==> src/rtl/oled_cmd_pkg.sv <==
/*
 Constants shared by both ends of the command link: opcodes, parameter counts,
 reset values, scroll step timing and the host's own register map.
 Assumes one 25 MHz clock common to both ends.
*/
package oled_cmd_pkg;
   // Opcodes
   localparam logic [7:0] OP_TABLE = 8'hB8;
   localparam logic [7:0] OP_LINEAR = 8'hB9;
   localparam logic [7:0] OP_PRECHARGE = 8'hBB;
   localparam logic [7:0] OP_DESELECT = 8'hBE;
   localparam logic [7:0] OP_CONTRAST = 8'hC1;
   localparam logic [7:0] OP_MASTER = 8'hC7;
   localparam logic [7:0] OP_ROWS = 8'hCA;
   localparam logic [7:0] OP_NOP_A = 8'hD1;
   localparam logic [7:0] OP_NOP_B = 8'hE3;
   localparam logic [7:0] OP_LOCK = 8'hFD;
   localparam logic [7:0] OP_SCROLL = 8'h96;
   localparam logic [7:0] OP_SCROLL_STOP = 8'h9E;
   localparam logic [7:0] OP_SCROLL_GO = 8'h9F;
   // Parameter byte counts
   localparam logic [5:0] N_TABLE = 6'h3F;
   localparam logic [5:0] N_CONTRAST = 6'h03;
   localparam logic [5:0] N_SCROLL = 6'h05;
   localparam logic [5:0] N_ONE = 6'h01;
   localparam int TABLE_LEN = 63;
   localparam int TABLE_STEP = 2;
   // Field values and reset values
   localparam logic [7:0] LOCK_ON = 8'h16;
   localparam logic [7:0] LOCK_OFF = 8'h12;
   localparam logic [4:0] PRECHARGE_RST = 5'h17;
   localparam logic [2:0] DESELECT_RST = 3'h5;
   localparam logic [7:0] CONTRAST_A_RST = 8'h8A;
   localparam logic [7:0] CONTRAST_B_RST = 8'h51;
   localparam logic [7:0] CONTRAST_C_RST = 8'h8A;
   localparam logic [3:0] MASTER_RST = 4'hF;
   localparam logic [6:0] ROWS_RST = 7'h7F;
   localparam logic [6:0] ROWS_MIN = 7'h0F;
   localparam logic [7:0] ENTRY_MAX = 8'hB4;
   localparam logic [8:0] ROW_SUM_MAX = 9'h080;
   localparam logic [7:0] SCROLL_TO_ZERO = 8'h40;
   // Scroll step intervals in clock cycles: test, normal, slow, slowest
   localparam logic [15:0] STEP_TEST = 16'h0001;
   localparam logic [15:0] STEP_NORMAL = 16'h0400;
   localparam logic [15:0] STEP_SLOW = 16'h1000;
   localparam logic [15:0] STEP_SLOWEST = 16'h4000;
   // Settle time per pixel after a graphic command
   localparam int CLK_PERIOD_NS = 40;
   localparam int PIXEL_WAIT_NS = 500;
   localparam logic [3:0] PIXEL_WAIT_CYC = 4'((PIXEL_WAIT_NS + CLK_PERIOD_NS - 1) / CLK_PERIOD_NS);
   // Host register map (byte addresses)
   localparam logic [3:0] REG_SEND = 4'h0;
   localparam logic [3:0] REG_STATUS = 4'h4;
   localparam logic [3:0] REG_WAIT = 4'h8;
   localparam logic [3:0] REG_CLEAR = 4'hC;
   localparam logic [1:0] RESP_OKAY = 2'h0;
   localparam logic [1:0] RESP_SLVERR = 2'h2;
   // Decoder states
   typedef enum logic [1:0] {ST_IDLE = 2'b01, ST_PARAM = 2'b10} dec_state_type;
endpackage

==> src/rtl/oled_link_if.sv <==
/*
 Command link between host controller and display command decoder.
 Assumes both ends run on ref_clk; strobe marks one byte per cycle.
*/
interface oled_link_if (input wire logic ref_clk);
   logic strobe;
   logic dc;
   logic [7:0] data;
   modport host (output strobe, output dc, output data);
   modport device (input strobe, input dc, input data);
endinterface

==> src/rtl/oled_cmd_decoder.sv <==
/*
 Display driver command decoder: takes command and parameter bytes from the
 link and holds the configuration state, pulse width table and scroll engine.
 Assumes the link comes from logic on ref_clk, one byte per strobe.
*/
module oled_cmd_decoder (
   // Clock and reset
   input wire logic ref_clk,
   input wire logic srst,
   // Link from the host
   oled_link_if.device link,
   // Display state from the panel sequencer
   input wire logic display_on,
   input wire logic [5:0] gray_level,
   // Drive timing for the addressed gray level
   output logic [7:0] drive_clocks,
   output logic current_drive,
   // Configuration outputs
   output logic [4:0] precharge_level,
   output logic [2:0] row_deselect_level,
   output logic [7:0] contrast_a,
   output logic [7:0] contrast_b,
   output logic [7:0] contrast_c,
   output logic [3:0] master_contrast,
   output logic [6:0] active_row_count,
   output logic locked,
   // Scroll engine outputs
   output logic scroll_active,
   output logic [6:0] scroll_offset,
   output logic [6:0] scroll_first_row,
   output logic [7:0] scroll_row_total
);
   import oled_cmd_pkg::*;

   dec_state_type state_q;
   logic [7:0] op_q;
   logic [5:0] left_q;
   logic [5:0] idx_q;
   logic locked_q;
   logic [7:0] table_q [TABLE_LEN];
   logic [4:0] precharge_q;
   logic [2:0] deselect_q;
   logic [7:0] con_a_q;
   logic [7:0] con_b_q;
   logic [7:0] con_c_q;
   logic [3:0] master_q;
   logic [6:0] rows_q;
   logic [7:0] dir_q;
   logic [6:0] first_row_q;
   logic [7:0] row_total_q;
   logic [6:0] reserved_q;
   logic [1:0] interval_q;
   logic scroll_on_q;
   logic [15:0] tick_q;
   logic [6:0] offset_q;
   logic [7:0] drive_q;
   logic drive_en_q;
   logic cmd_seen;
   logic cmd_take;
   logic par_take;
   logic [7:0] pbyte;
   logic [15:0] step_len;

   // Parameter count per opcode; zero for opcodes without parameters
   function automatic logic [5:0] param_count(input logic [7:0] op);
      case (op)
         OP_TABLE: param_count = N_TABLE;
         OP_CONTRAST: param_count = N_CONTRAST;
         OP_SCROLL: param_count = N_SCROLL;
         OP_PRECHARGE, OP_DESELECT, OP_MASTER, OP_ROWS, OP_LOCK: param_count = N_ONE;
         default: param_count = '0;
      endcase
   endfunction

   // Command bytes other than the lock opcode die while locked
   assign cmd_seen = link.strobe & ~link.dc;
   assign cmd_take = cmd_seen & (~locked_q | (link.data == OP_LOCK));
   assign par_take = link.strobe & link.dc & (state_q == ST_PARAM);
   assign pbyte = link.data;

   // Command and parameter sequencing
   always_ff @(posedge ref_clk) begin
      if (srst) begin
         state_q <= ST_IDLE;
         op_q <= '0;
         left_q <= '0;
         idx_q <= '0;
      end else begin
         case (state_q)
            ST_IDLE: begin
               if (cmd_take && param_count(link.data) != '0) begin
                  state_q <= ST_PARAM;
                  op_q <= link.data;
                  left_q <= param_count(link.data);
                  idx_q <= '0;
               end
            end
            ST_PARAM: begin
               if (cmd_seen) begin
                  // A new command cuts short an unfinished parameter list
                  state_q <= (cmd_take && param_count(link.data) != '0) ? ST_PARAM : ST_IDLE;
                  op_q <= link.data;
                  left_q <= param_count(link.data);
                  idx_q <= '0;
               end else if (par_take) begin
                  idx_q <= idx_q + 6'h01;
                  left_q <= left_q - 6'h01;
                  if (left_q == N_ONE) begin
                     state_q <= ST_IDLE;
                  end
               end
            end
            default: state_q <= ST_IDLE;
         endcase
      end
   end

   // Interface lock
   always_ff @(posedge ref_clk) begin
      if (srst) begin
         locked_q <= 1'b0;
      end else if (par_take && op_q == OP_LOCK) begin
         if (pbyte == LOCK_ON) begin
            locked_q <= 1'b1;
         end else if (pbyte == LOCK_OFF) begin
            locked_q <= 1'b0;
         end
      end
   end

   // Pulse width table: linear after reset and on the default command
   always_ff @(posedge ref_clk) begin
      if (srst || (cmd_take && link.data == OP_LINEAR)) begin
         for (int i = 0; i < TABLE_LEN; i++) begin
            table_q[i] <= 8'(TABLE_STEP * i);
         end
      end else if (par_take && op_q == OP_TABLE) begin
         table_q[idx_q] <= pbyte;
      end
   end

   // Single and triple parameter settings
   always_ff @(posedge ref_clk) begin
      if (srst) begin
         precharge_q <= PRECHARGE_RST;
         deselect_q <= DESELECT_RST;
         con_a_q <= CONTRAST_A_RST;
         con_b_q <= CONTRAST_B_RST;
         con_c_q <= CONTRAST_C_RST;
         master_q <= MASTER_RST;
         rows_q <= ROWS_RST;
      end else if (par_take) begin
         if (op_q == OP_PRECHARGE) begin
            precharge_q <= pbyte[4:0];
         end else if (op_q == OP_DESELECT) begin
            deselect_q <= pbyte[2:0];
         end else if (op_q == OP_CONTRAST) begin
            if (idx_q == 6'h00) con_a_q <= pbyte;
            if (idx_q == 6'h01) con_b_q <= pbyte;
            if (idx_q == 6'h02) con_c_q <= pbyte;
         end else if (op_q == OP_MASTER) begin
            master_q <= pbyte[3:0];
         end else if (op_q == OP_ROWS && pbyte[6:0] >= ROWS_MIN) begin
            rows_q <= pbyte[6:0];
         end
      end
   end

   // Scroll set-up bytes, in order
   always_ff @(posedge ref_clk) begin
      if (srst) begin
         dir_q <= '0;
         first_row_q <= '0;
         row_total_q <= '0;
         reserved_q <= '0;
         interval_q <= '0;
      end else if (par_take && op_q == OP_SCROLL) begin
         case (idx_q)
            6'h00: dir_q <= pbyte;
            6'h01: first_row_q <= pbyte[6:0];
            6'h02: row_total_q <= pbyte;
            6'h03: reserved_q <= pbyte[6:0];
            default: interval_q <= pbyte[1:0];
         endcase
      end
   end

   // Step length for the selected interval
   always_comb begin
      case (interval_q)
         2'b00: step_len = STEP_TEST;
         2'b01: step_len = STEP_NORMAL;
         2'b10: step_len = STEP_SLOW;
         default: step_len = STEP_SLOWEST;
      endcase
   end

   // Start and stop; D1, E3 and unknown opcodes fall through unchanged
   always_ff @(posedge ref_clk) begin
      if (srst) begin
         scroll_on_q <= 1'b0;
      end else if (cmd_take && link.data == OP_SCROLL_GO) begin
         scroll_on_q <= 1'b1;
      end else if (cmd_take && link.data == OP_SCROLL_STOP) begin
         scroll_on_q <= 1'b0;
      end
   end

   // Scroll engine; stop leaves the offset where it stood
   always_ff @(posedge ref_clk) begin
      if (srst) begin
         tick_q <= '0;
         offset_q <= '0;
      end else if (scroll_on_q && display_on && dir_q != '0) begin
         if (tick_q >= step_len - 16'h0001) begin
            tick_q <= '0;
            if (dir_q >= SCROLL_TO_ZERO) begin
               offset_q <= offset_q - 7'h01;
            end else begin
               offset_q <= offset_q + 7'h01;
            end
         end else begin
            tick_q <= tick_q + 16'h0001;
         end
      end
   end

   // Drive time for the requested level; level zero never drives
   always_ff @(posedge ref_clk) begin
      if (srst) begin
         drive_q <= '0;
         drive_en_q <= 1'b0;
      end else if (gray_level == 6'h00) begin
         drive_q <= '0;
         drive_en_q <= 1'b0;
      end else begin
         drive_q <= table_q[gray_level - 6'h01];
         drive_en_q <= table_q[gray_level - 6'h01] != '0;
      end
   end

   // Outputs from registers
   assign drive_clocks = drive_q;
   assign current_drive = drive_en_q;
   assign precharge_level = precharge_q;
   assign row_deselect_level = deselect_q;
   assign contrast_a = con_a_q;
   assign contrast_b = con_b_q;
   assign contrast_c = con_c_q;
   assign master_contrast = master_q;
   assign active_row_count = rows_q;
   assign locked = locked_q;
   assign scroll_active = scroll_on_q;
   assign scroll_offset = offset_q;
   assign scroll_first_row = first_row_q;
   assign scroll_row_total = row_total_q;
endmodule

==> src/flat_wrapper.sv <==
// flat-port wrapper written by rule: the top's interface ports become plain ports
module oled_cmd_decoder_flat import oled_cmd_pkg::*;
  (ref_clk, srst, display_on, gray_level, drive_clocks, current_drive, precharge_level, row_deselect_level, contrast_a, contrast_b, contrast_c, master_contrast, active_row_count, locked, scroll_active, scroll_offset, scroll_first_row, scroll_row_total, link_strobe, link_dc, link_data);
  oled_link_if link_i (.ref_clk(ref_clk));
  input wire logic ref_clk;
  input wire logic srst;
  input wire logic display_on;
  input wire logic [5:0] gray_level;
  output logic [7:0] drive_clocks;
  output logic current_drive;
  output logic [4:0] precharge_level;
  output logic [2:0] row_deselect_level;
  output logic [7:0] contrast_a;
  output logic [7:0] contrast_b;
  output logic [7:0] contrast_c;
  output logic [3:0] master_contrast;
  output logic [6:0] active_row_count;
  output logic locked;
  output logic scroll_active;
  output logic [6:0] scroll_offset;
  output logic [6:0] scroll_first_row;
  output logic [7:0] scroll_row_total;
  input wire logic [$bits(link_i.strobe)-1:0] link_strobe;
  input wire logic [$bits(link_i.dc)-1:0] link_dc;
  input wire logic [$bits(link_i.data)-1:0] link_data;
  assign link_i.strobe = link_strobe;
  assign link_i.dc = link_dc;
  assign link_i.data = link_data;
  oled_cmd_decoder u_core (.ref_clk(ref_clk), .srst(srst), .link(link_i), .display_on(display_on), .gray_level(gray_level), .drive_clocks(drive_clocks), .current_drive(current_drive), .precharge_level(precharge_level), .row_deselect_level(row_deselect_level), .contrast_a(contrast_a), .contrast_b(contrast_b), .contrast_c(contrast_c), .master_contrast(master_contrast), .active_row_count(active_row_count), .locked(locked), .scroll_active(scroll_active), .scroll_offset(scroll_offset), .scroll_first_row(scroll_first_row), .scroll_row_total(scroll_row_total));
endmodule
==> config.mk <==
export PLATFORM = sky130hd
export DESIGN_NAME = oled_cmd_decoder_flat
export DESIGN_NICKNAME = d
export VERILOG_FILES = /design/src/rtl/oled_cmd_pkg.sv /design/src/rtl/oled_link_if.sv /design/src/rtl/oled_cmd_decoder.sv /design/src/flat_wrapper.sv
export SDC_FILE = /design/constraint.sdc
export NUM_CORES = 1
export LEC_CHECK = 0
export BUFFER_PORTS_ARGS = -buffer_cell sky130_fd_sc_hd__buf_2
export CAP_MARGIN = 0
export CORE_AREA = 3 3 203 255
export DETAILED_ROUTE_END_ITERATION = 10
export DIE_AREA = 0 0 206 258
export PLACE_DENSITY = 0.82
export REMOVE_ABC_BUFFERS = 1
export SKIP_LAST_GASP = 1
export SLEW_MARGIN = 5
export SYNTH_ARGS = -nofsm -noshare
export SYNTH_HDL_FRONTEND = slang
export SYNTH_SLANG_ARGS = --single-unit
==> constraint.sdc <==
create_clock -name ref_clk -period 7.3 [get_ports ref_clk]
set_clock_uncertainty 0.2 [all_clocks]
set_input_delay 1.095 -clock ref_clk [delete_from_list [all_inputs] [get_ports ref_clk]]
set_output_delay 1.095 -clock ref_clk [all_outputs]
set_load 0.05 [all_outputs]
* After elaboration in Yosys (flattened, before gate mapping)
Memory sizes are Yosys's and may differ from the RTL's. Cells that the tools add are included.
Storage, ports and cells: register bits 124, bits in latches 0, memory bits (writable) 504, bits in read-only memories 0, input bits 19, output and inout port bits 76, word-level logic and storage cells 157, memories kept 1
Memories:
- u_core.table_q | depth 63, width 8, read ports 1, clocked after memory_dff 0, write ports 63, RTL line oled_cmd_decoder.sv:40 | logic [7:0] table_q [TABLE_LEN];
Cells by class: $add $sub $neg 7, $mul 0, div/mod/pow operators 0, $lt $le $gt $ge 3, eq/ne operators 33, shifts and indexed selects 0, mux-type cells 38, bitwise logic cells 12, reduce and logical (&&, ||, !) cells 42
Operator list (number):
- $eq A8 B8 Y1 const B | 19
- $mux W6 | 12
- $pmux W15 S3 | 1
- $mux W8 | 3
- $pmux W6 S2 | 2
- $pmux W6 S4 | 1
- $reduce_and A5 Y1 | 4
- $add A16 B1 Y16 const B | 1
- $eq A8 B5 Y1 const B | 2
- $ge A16 B16 Y1 | 1
- $mux W16 | 1
- $pmux W8 S2 | 1
- $reduce_bool A8 Y1 | 2
- $sub A15 B1 Y16 const B | 1
- $reduce_and A2 Y1 | 7
- $eq A6 B1 Y1 const B | 2
- $eq A6 B2 Y1 const B | 2
- $logic_not A6 Y1 | 2
- $reduce_and A3 Y1 | 4
- $reduce_bool A6 Y1 | 2
- $sub A6 B1 Y6 const B | 2
- $logic_and A1 B1 Y1 | 11
- $mux W1 | 10
- $mux W2 | 5
- other kinds (23) | 37

* Depth between registers and ports, before layout
depth in word-level cells 11, mapped depth 15, mapped depth without buffers 11

* Least setup slack after synthesis
OpenSTA, ideal clock, no wires.
kind input -> register, start input gray_level[0], end register u_core.drive_en_q (netlist: u_core.current_drive), library setup time 0.168 ns, arrival time 4.427 ns, required time 6.932 ns, setup slack 2.505 ns, stages on the path 14, buffers on the path 7, cells stage by stage clkbuf_1 > buf_6 > buf_6 > buf_2 > inv_1 > ha_1 > buf_2 > buf_1 > clkbuf_1 > mux4_2 > mux4_2 > mux2_2 > a21oi_1 > a41oi_1
Between the ends: longest elaborated chain between the ends 3, elaborated cells on any way between the ends 5, classes of those cells add/sub: 1; reduce/logical: 3; memory: 1
RTL lines:
- from (decl) | RTL line flat_wrapper.sv:8 | input wire logic [5:0] gray_level;
- $sub A6 B1 Y6 | RTL line oled_cmd_decoder.sv:238 | drive_en_q <= table_q[gray_level - 6'h01] != '0;
- $mem_v2 Z63 W8
- $reduce_bool A8 Y1 | RTL line oled_cmd_decoder.sv:238
- to (signal assigned) | RTL line oled_cmd_decoder.sv:232 | drive_en_q <= 1'b0;
- to (signal assigned) | RTL line oled_cmd_decoder.sv:235 | drive_en_q <= 1'b0;
- to (signal assigned) | RTL line oled_cmd_decoder.sv:238
- to (decl) | RTL line oled_cmd_decoder.sv:57 | logic drive_en_q;
Parallel ways exist; a longest one is shown, timed or not. A chain may end at the register's enable or synchronous reset.

==> metrics.md <==
| Metric | Value |
|---|---|
| Status | finished, final reports clean |
| Hold_buf cts | 0 |
| Critical-path top delay cell | o21ai_0 |
| Final setup fails | 0 |
| Vias per Instance | about 6.6 |
| Yosys warnings | 0 |
| Synth top area cells | edfxtp_1 (52%), mux4_2 (12%), dfxtp_1 (8.4%), and2_1 (4.3%), or3_1 (4.1%) |
| Slew Viols, Final | 0 |
| Mean area per synthesized cell | roughly 14 sq um |
| # port buffers | 94 |
| RSZ-0062 raised after global routing | false |
| Period utilisation layout | 71.4% |
| Crit Path Max Fanout | 79 |
| DRC | 0 |
| Reg clk slew, reported paths | 0.06 ns |
| Die area | about 53000 sq um |
| Leak Pwr | 0.0118 uW |
| CTS Root Buffer Type | clkbuf_16 |
| WL/cell | ~26 microns |
| Worst EP arrival | between 5 and 6 ns |
| Most used DFF post-synth | edfxtp_1 |
| Worst hold slack | 0.256 ns |
| DR iter-0 viols | 2139 |
| Yosys top cell by area | edfxtp_1 |
| Post-synthesis simple-gate area fraction | roughly 16% |
| DP HPWL | ~46000 microns |
| Final WL | approximately 75000 microns |
| Worst-path cell chain | buf_2 > buf_4 > nor4b_1 > a31oi_4 > and3_1 > nand4_1 > buf_4 > o21ai_0 |
| Largest family of logic cells by synthesized area | simple AND/OR/NAND/NOR gates |
| Crit. End Element | register |
| Vias in the first global route | roughly 19k |
| Fin crit period | ~5.2 ns |
| Final instance area | roughly 33000 sq um |
| Clock sinks | roughly 640 |
| Cell Pwr Density | about 250 nW/um^2 |
| Sequential share of the synthesized area | 60.4% |
| Compound-Gate Fraction of Synth Area | between 3 and 4% |
| Die Wd | between 200 and 250 microns |
| Initial core utilization | 59.8% |
| First-pass GRT wire length | approximately 110000 microns |
| Max-slew headroom | between 10 and 15% |
| Most used cell, CP | buf_4 |
| RePlAce Congestion | 0.867 |
| Hold Violations, Final | 0 |
| Post-synthesis mux area share | roughly 15% |
| CTS tree | yes |
| P&R area growth vs syn | 10.2% |
| EDFF count, synth | between 500 and 600 |
| Fin nets | around 2.2k |
| CTS H-Tree Depth | 2 |
| Post-cts resize count | 0 |
| Hold Path Class | register to register |
| Crit Path Category | input port to register |
| WP data required | approximately 7.3 ns |
| Synth Register Bits | around 640 |
| Cts bufs inserted | 60 |
| Grt total ovfl | 0 |
| Max cap viols | 0 |
| CP max stage delay | around 0.95 ns |
| Share of cells above drive strength 1 | around 20% |
| Synthesized instance count | about 2.2k |
| Synth Area in Adders | between 1 and 1.5% |
| Largest buffer count on any clock path | 3 |
| Post-route ant nets | 0 |
| Worst-Margin Slew | ~1.3 ns |
| Async SR Flop Fraction | 0% |
| Largest net degree at the start of global routing | ~80 |
| Initial antenna violation count | 0 |
| Design Power | approximately 8000 uW |
| Worst-Skew Late Latency | 0.64 ns |
| Via count | between 15k and 20k |
| Placed inst area | between 30000 and 40000 sq um |
| Io pins | 95 |
| Core area | between 40000 and 50000 sq um |
| Max VDD drop | 199 uV |
| Cell Area, Synth | 29600 sq um |
| XOR/XNOR Fraction of Synth Area | less than 1% |
| DR pass1 iterations | 7 |
| Library cells used by synthesis | between 60 and 70 |
| Post-CTS setup buffers | 0 |
| Gr usage total | approximately 28% |
| Yosys top cell area share | about half |
| CP Launch Type | input port |
| Fill cells | 3359 |
| Setup tns final | 0 ns |
| Max Freq | about 190 MHz |
| Die Y | around 260 microns |
| Rows | 91 |
==> final cells by class <==
type | count | area [sq um] | share of cell area, %
inverters | 20 | 75.1 | 0.230
well taps | 651 | 815 | 2.50
clock inverters | 28 | 354 | 1.09
repair buffers | 153 | 947 | 2.91
multi-input cells | 1299 | 10800 | 33.1
clock buffers | 86 | 1740 | 5.33
diodes | 1 | 2.50 | 0.00768
flip-flops and latches | 636 | 17900 | 54.8
==> final timing paths <==
check,end,slack (ns),from,cells past startpoint
setup / recovery,u_core.table_q[13][0],2.09,link_data[6],8
hold / removal,u_core.scroll_row_total[0],0.26,u_core.scroll_row_total[0],2
setup reg to reg,u_core.table_q[13][0],3.01,u_core.state_q[0],9
hold reg to reg,u_core.scroll_row_total[0],0.26,u_core.scroll_row_total[0],2
==> stage by stage <==
stage	instances	setup WS, ns	utilization, %
2_1_floorplan	1955	1.31	-
3_3_place_gp	2759	1.87	61.7
3_5_place_dp	2759	1.55	61.7
4_1_cts	2873	2.19	65.9
5_1_grt	2873	1.88	65.9
6_report	2874	2.09	65.9
==> power by group <==
group | internal, uW | leakage [uW] | switching (uW) | total [uW]
combinational | 255 | 0.00476 | 379 | 635
clock | 1910 | 0.00103 | 1370 | 3280
sequential | 4060 | 0.00598 | 55.9 | 4110
==> cell usage in the layout, fill, tap and decap left out, drive strengths merged, types with 7 or more instances in the layout <==
| cell | count |
|---|---|
| nand3 | 24 |
| nand2 | 85 |
| a21o | 10 |
| edfxtp | 512 |
| mux2 | 8 |
| buf | 152 |
| clkbuf | 87 |
| bufinv | 7 |
| or3 | 193 |
| ha | 30 |
| clkinv | 16 |
| dfxtp | 124 |
| mux2i | 72 |
| o21ai | 80 |
| a21oi | 42 |
| and2 | 206 |
| nor2 | 113 |
| nor3 | 35 |
| mux4 | 160 |
| inv | 21 |
| and3 | 127 |
| xor2 | 7 |
| xnor2 | 20 |
==> synth_stat cells, types with 20 or more instances <==
cell type	instances
and3_1	127
nand3_1	24
clkbuf_1	178
nand2_1	85
mux4_2	160
edfxtp_1	512
o21ai_0	76
mux2i_1	72
nor2_1	113
or3_1	193
xnor2_1	20
ha_1	30
nor3_1	33
dfxtp_1	124
and2_1	205
a21oi_1	42
inv_1	20
==> state kept, by name, indices dropped and copies added (netlist names), 8 cells and up <==
register,count
u_core.table_q,512
u_core.tick_q,16
u_core.contrast_a,8
u_core.contrast_b,8
u_core.contrast_c,8
u_core.dir_q,8
u_core.drive_clocks,8
u_core.op_q,8
u_core.scroll_row_total,8
==> worst max-delay path: cells and delay by family <==
family | cells | cell delay, ns
AOI/OAI and AO/OA | 2 | 1.83
buffers and inverters | 3 | 1.17
and+or+nand+nor | 3 | 1.08
==> kinds of logic after synthesis <==
kind of cell,after synthesis
flops,636
fa+ha+maj,31
simple gates,840
buf+inv,233
compound gates,161
mux,240
xor+xnor,27
==> layer usage <==
layer | GRT usage (%) | vias to the layer above | routed length, microns
li1 | - | 8144 | -
met1 | 36.8 | 9422 | 26800
met2 | 47.4 | 1129 | 37300
met3 | 5.76 | 195 | 7490
met4 | 11.5 | 0 | 3200
met5 | 0 | - | 0
Power figures use the tool's default switching activity.
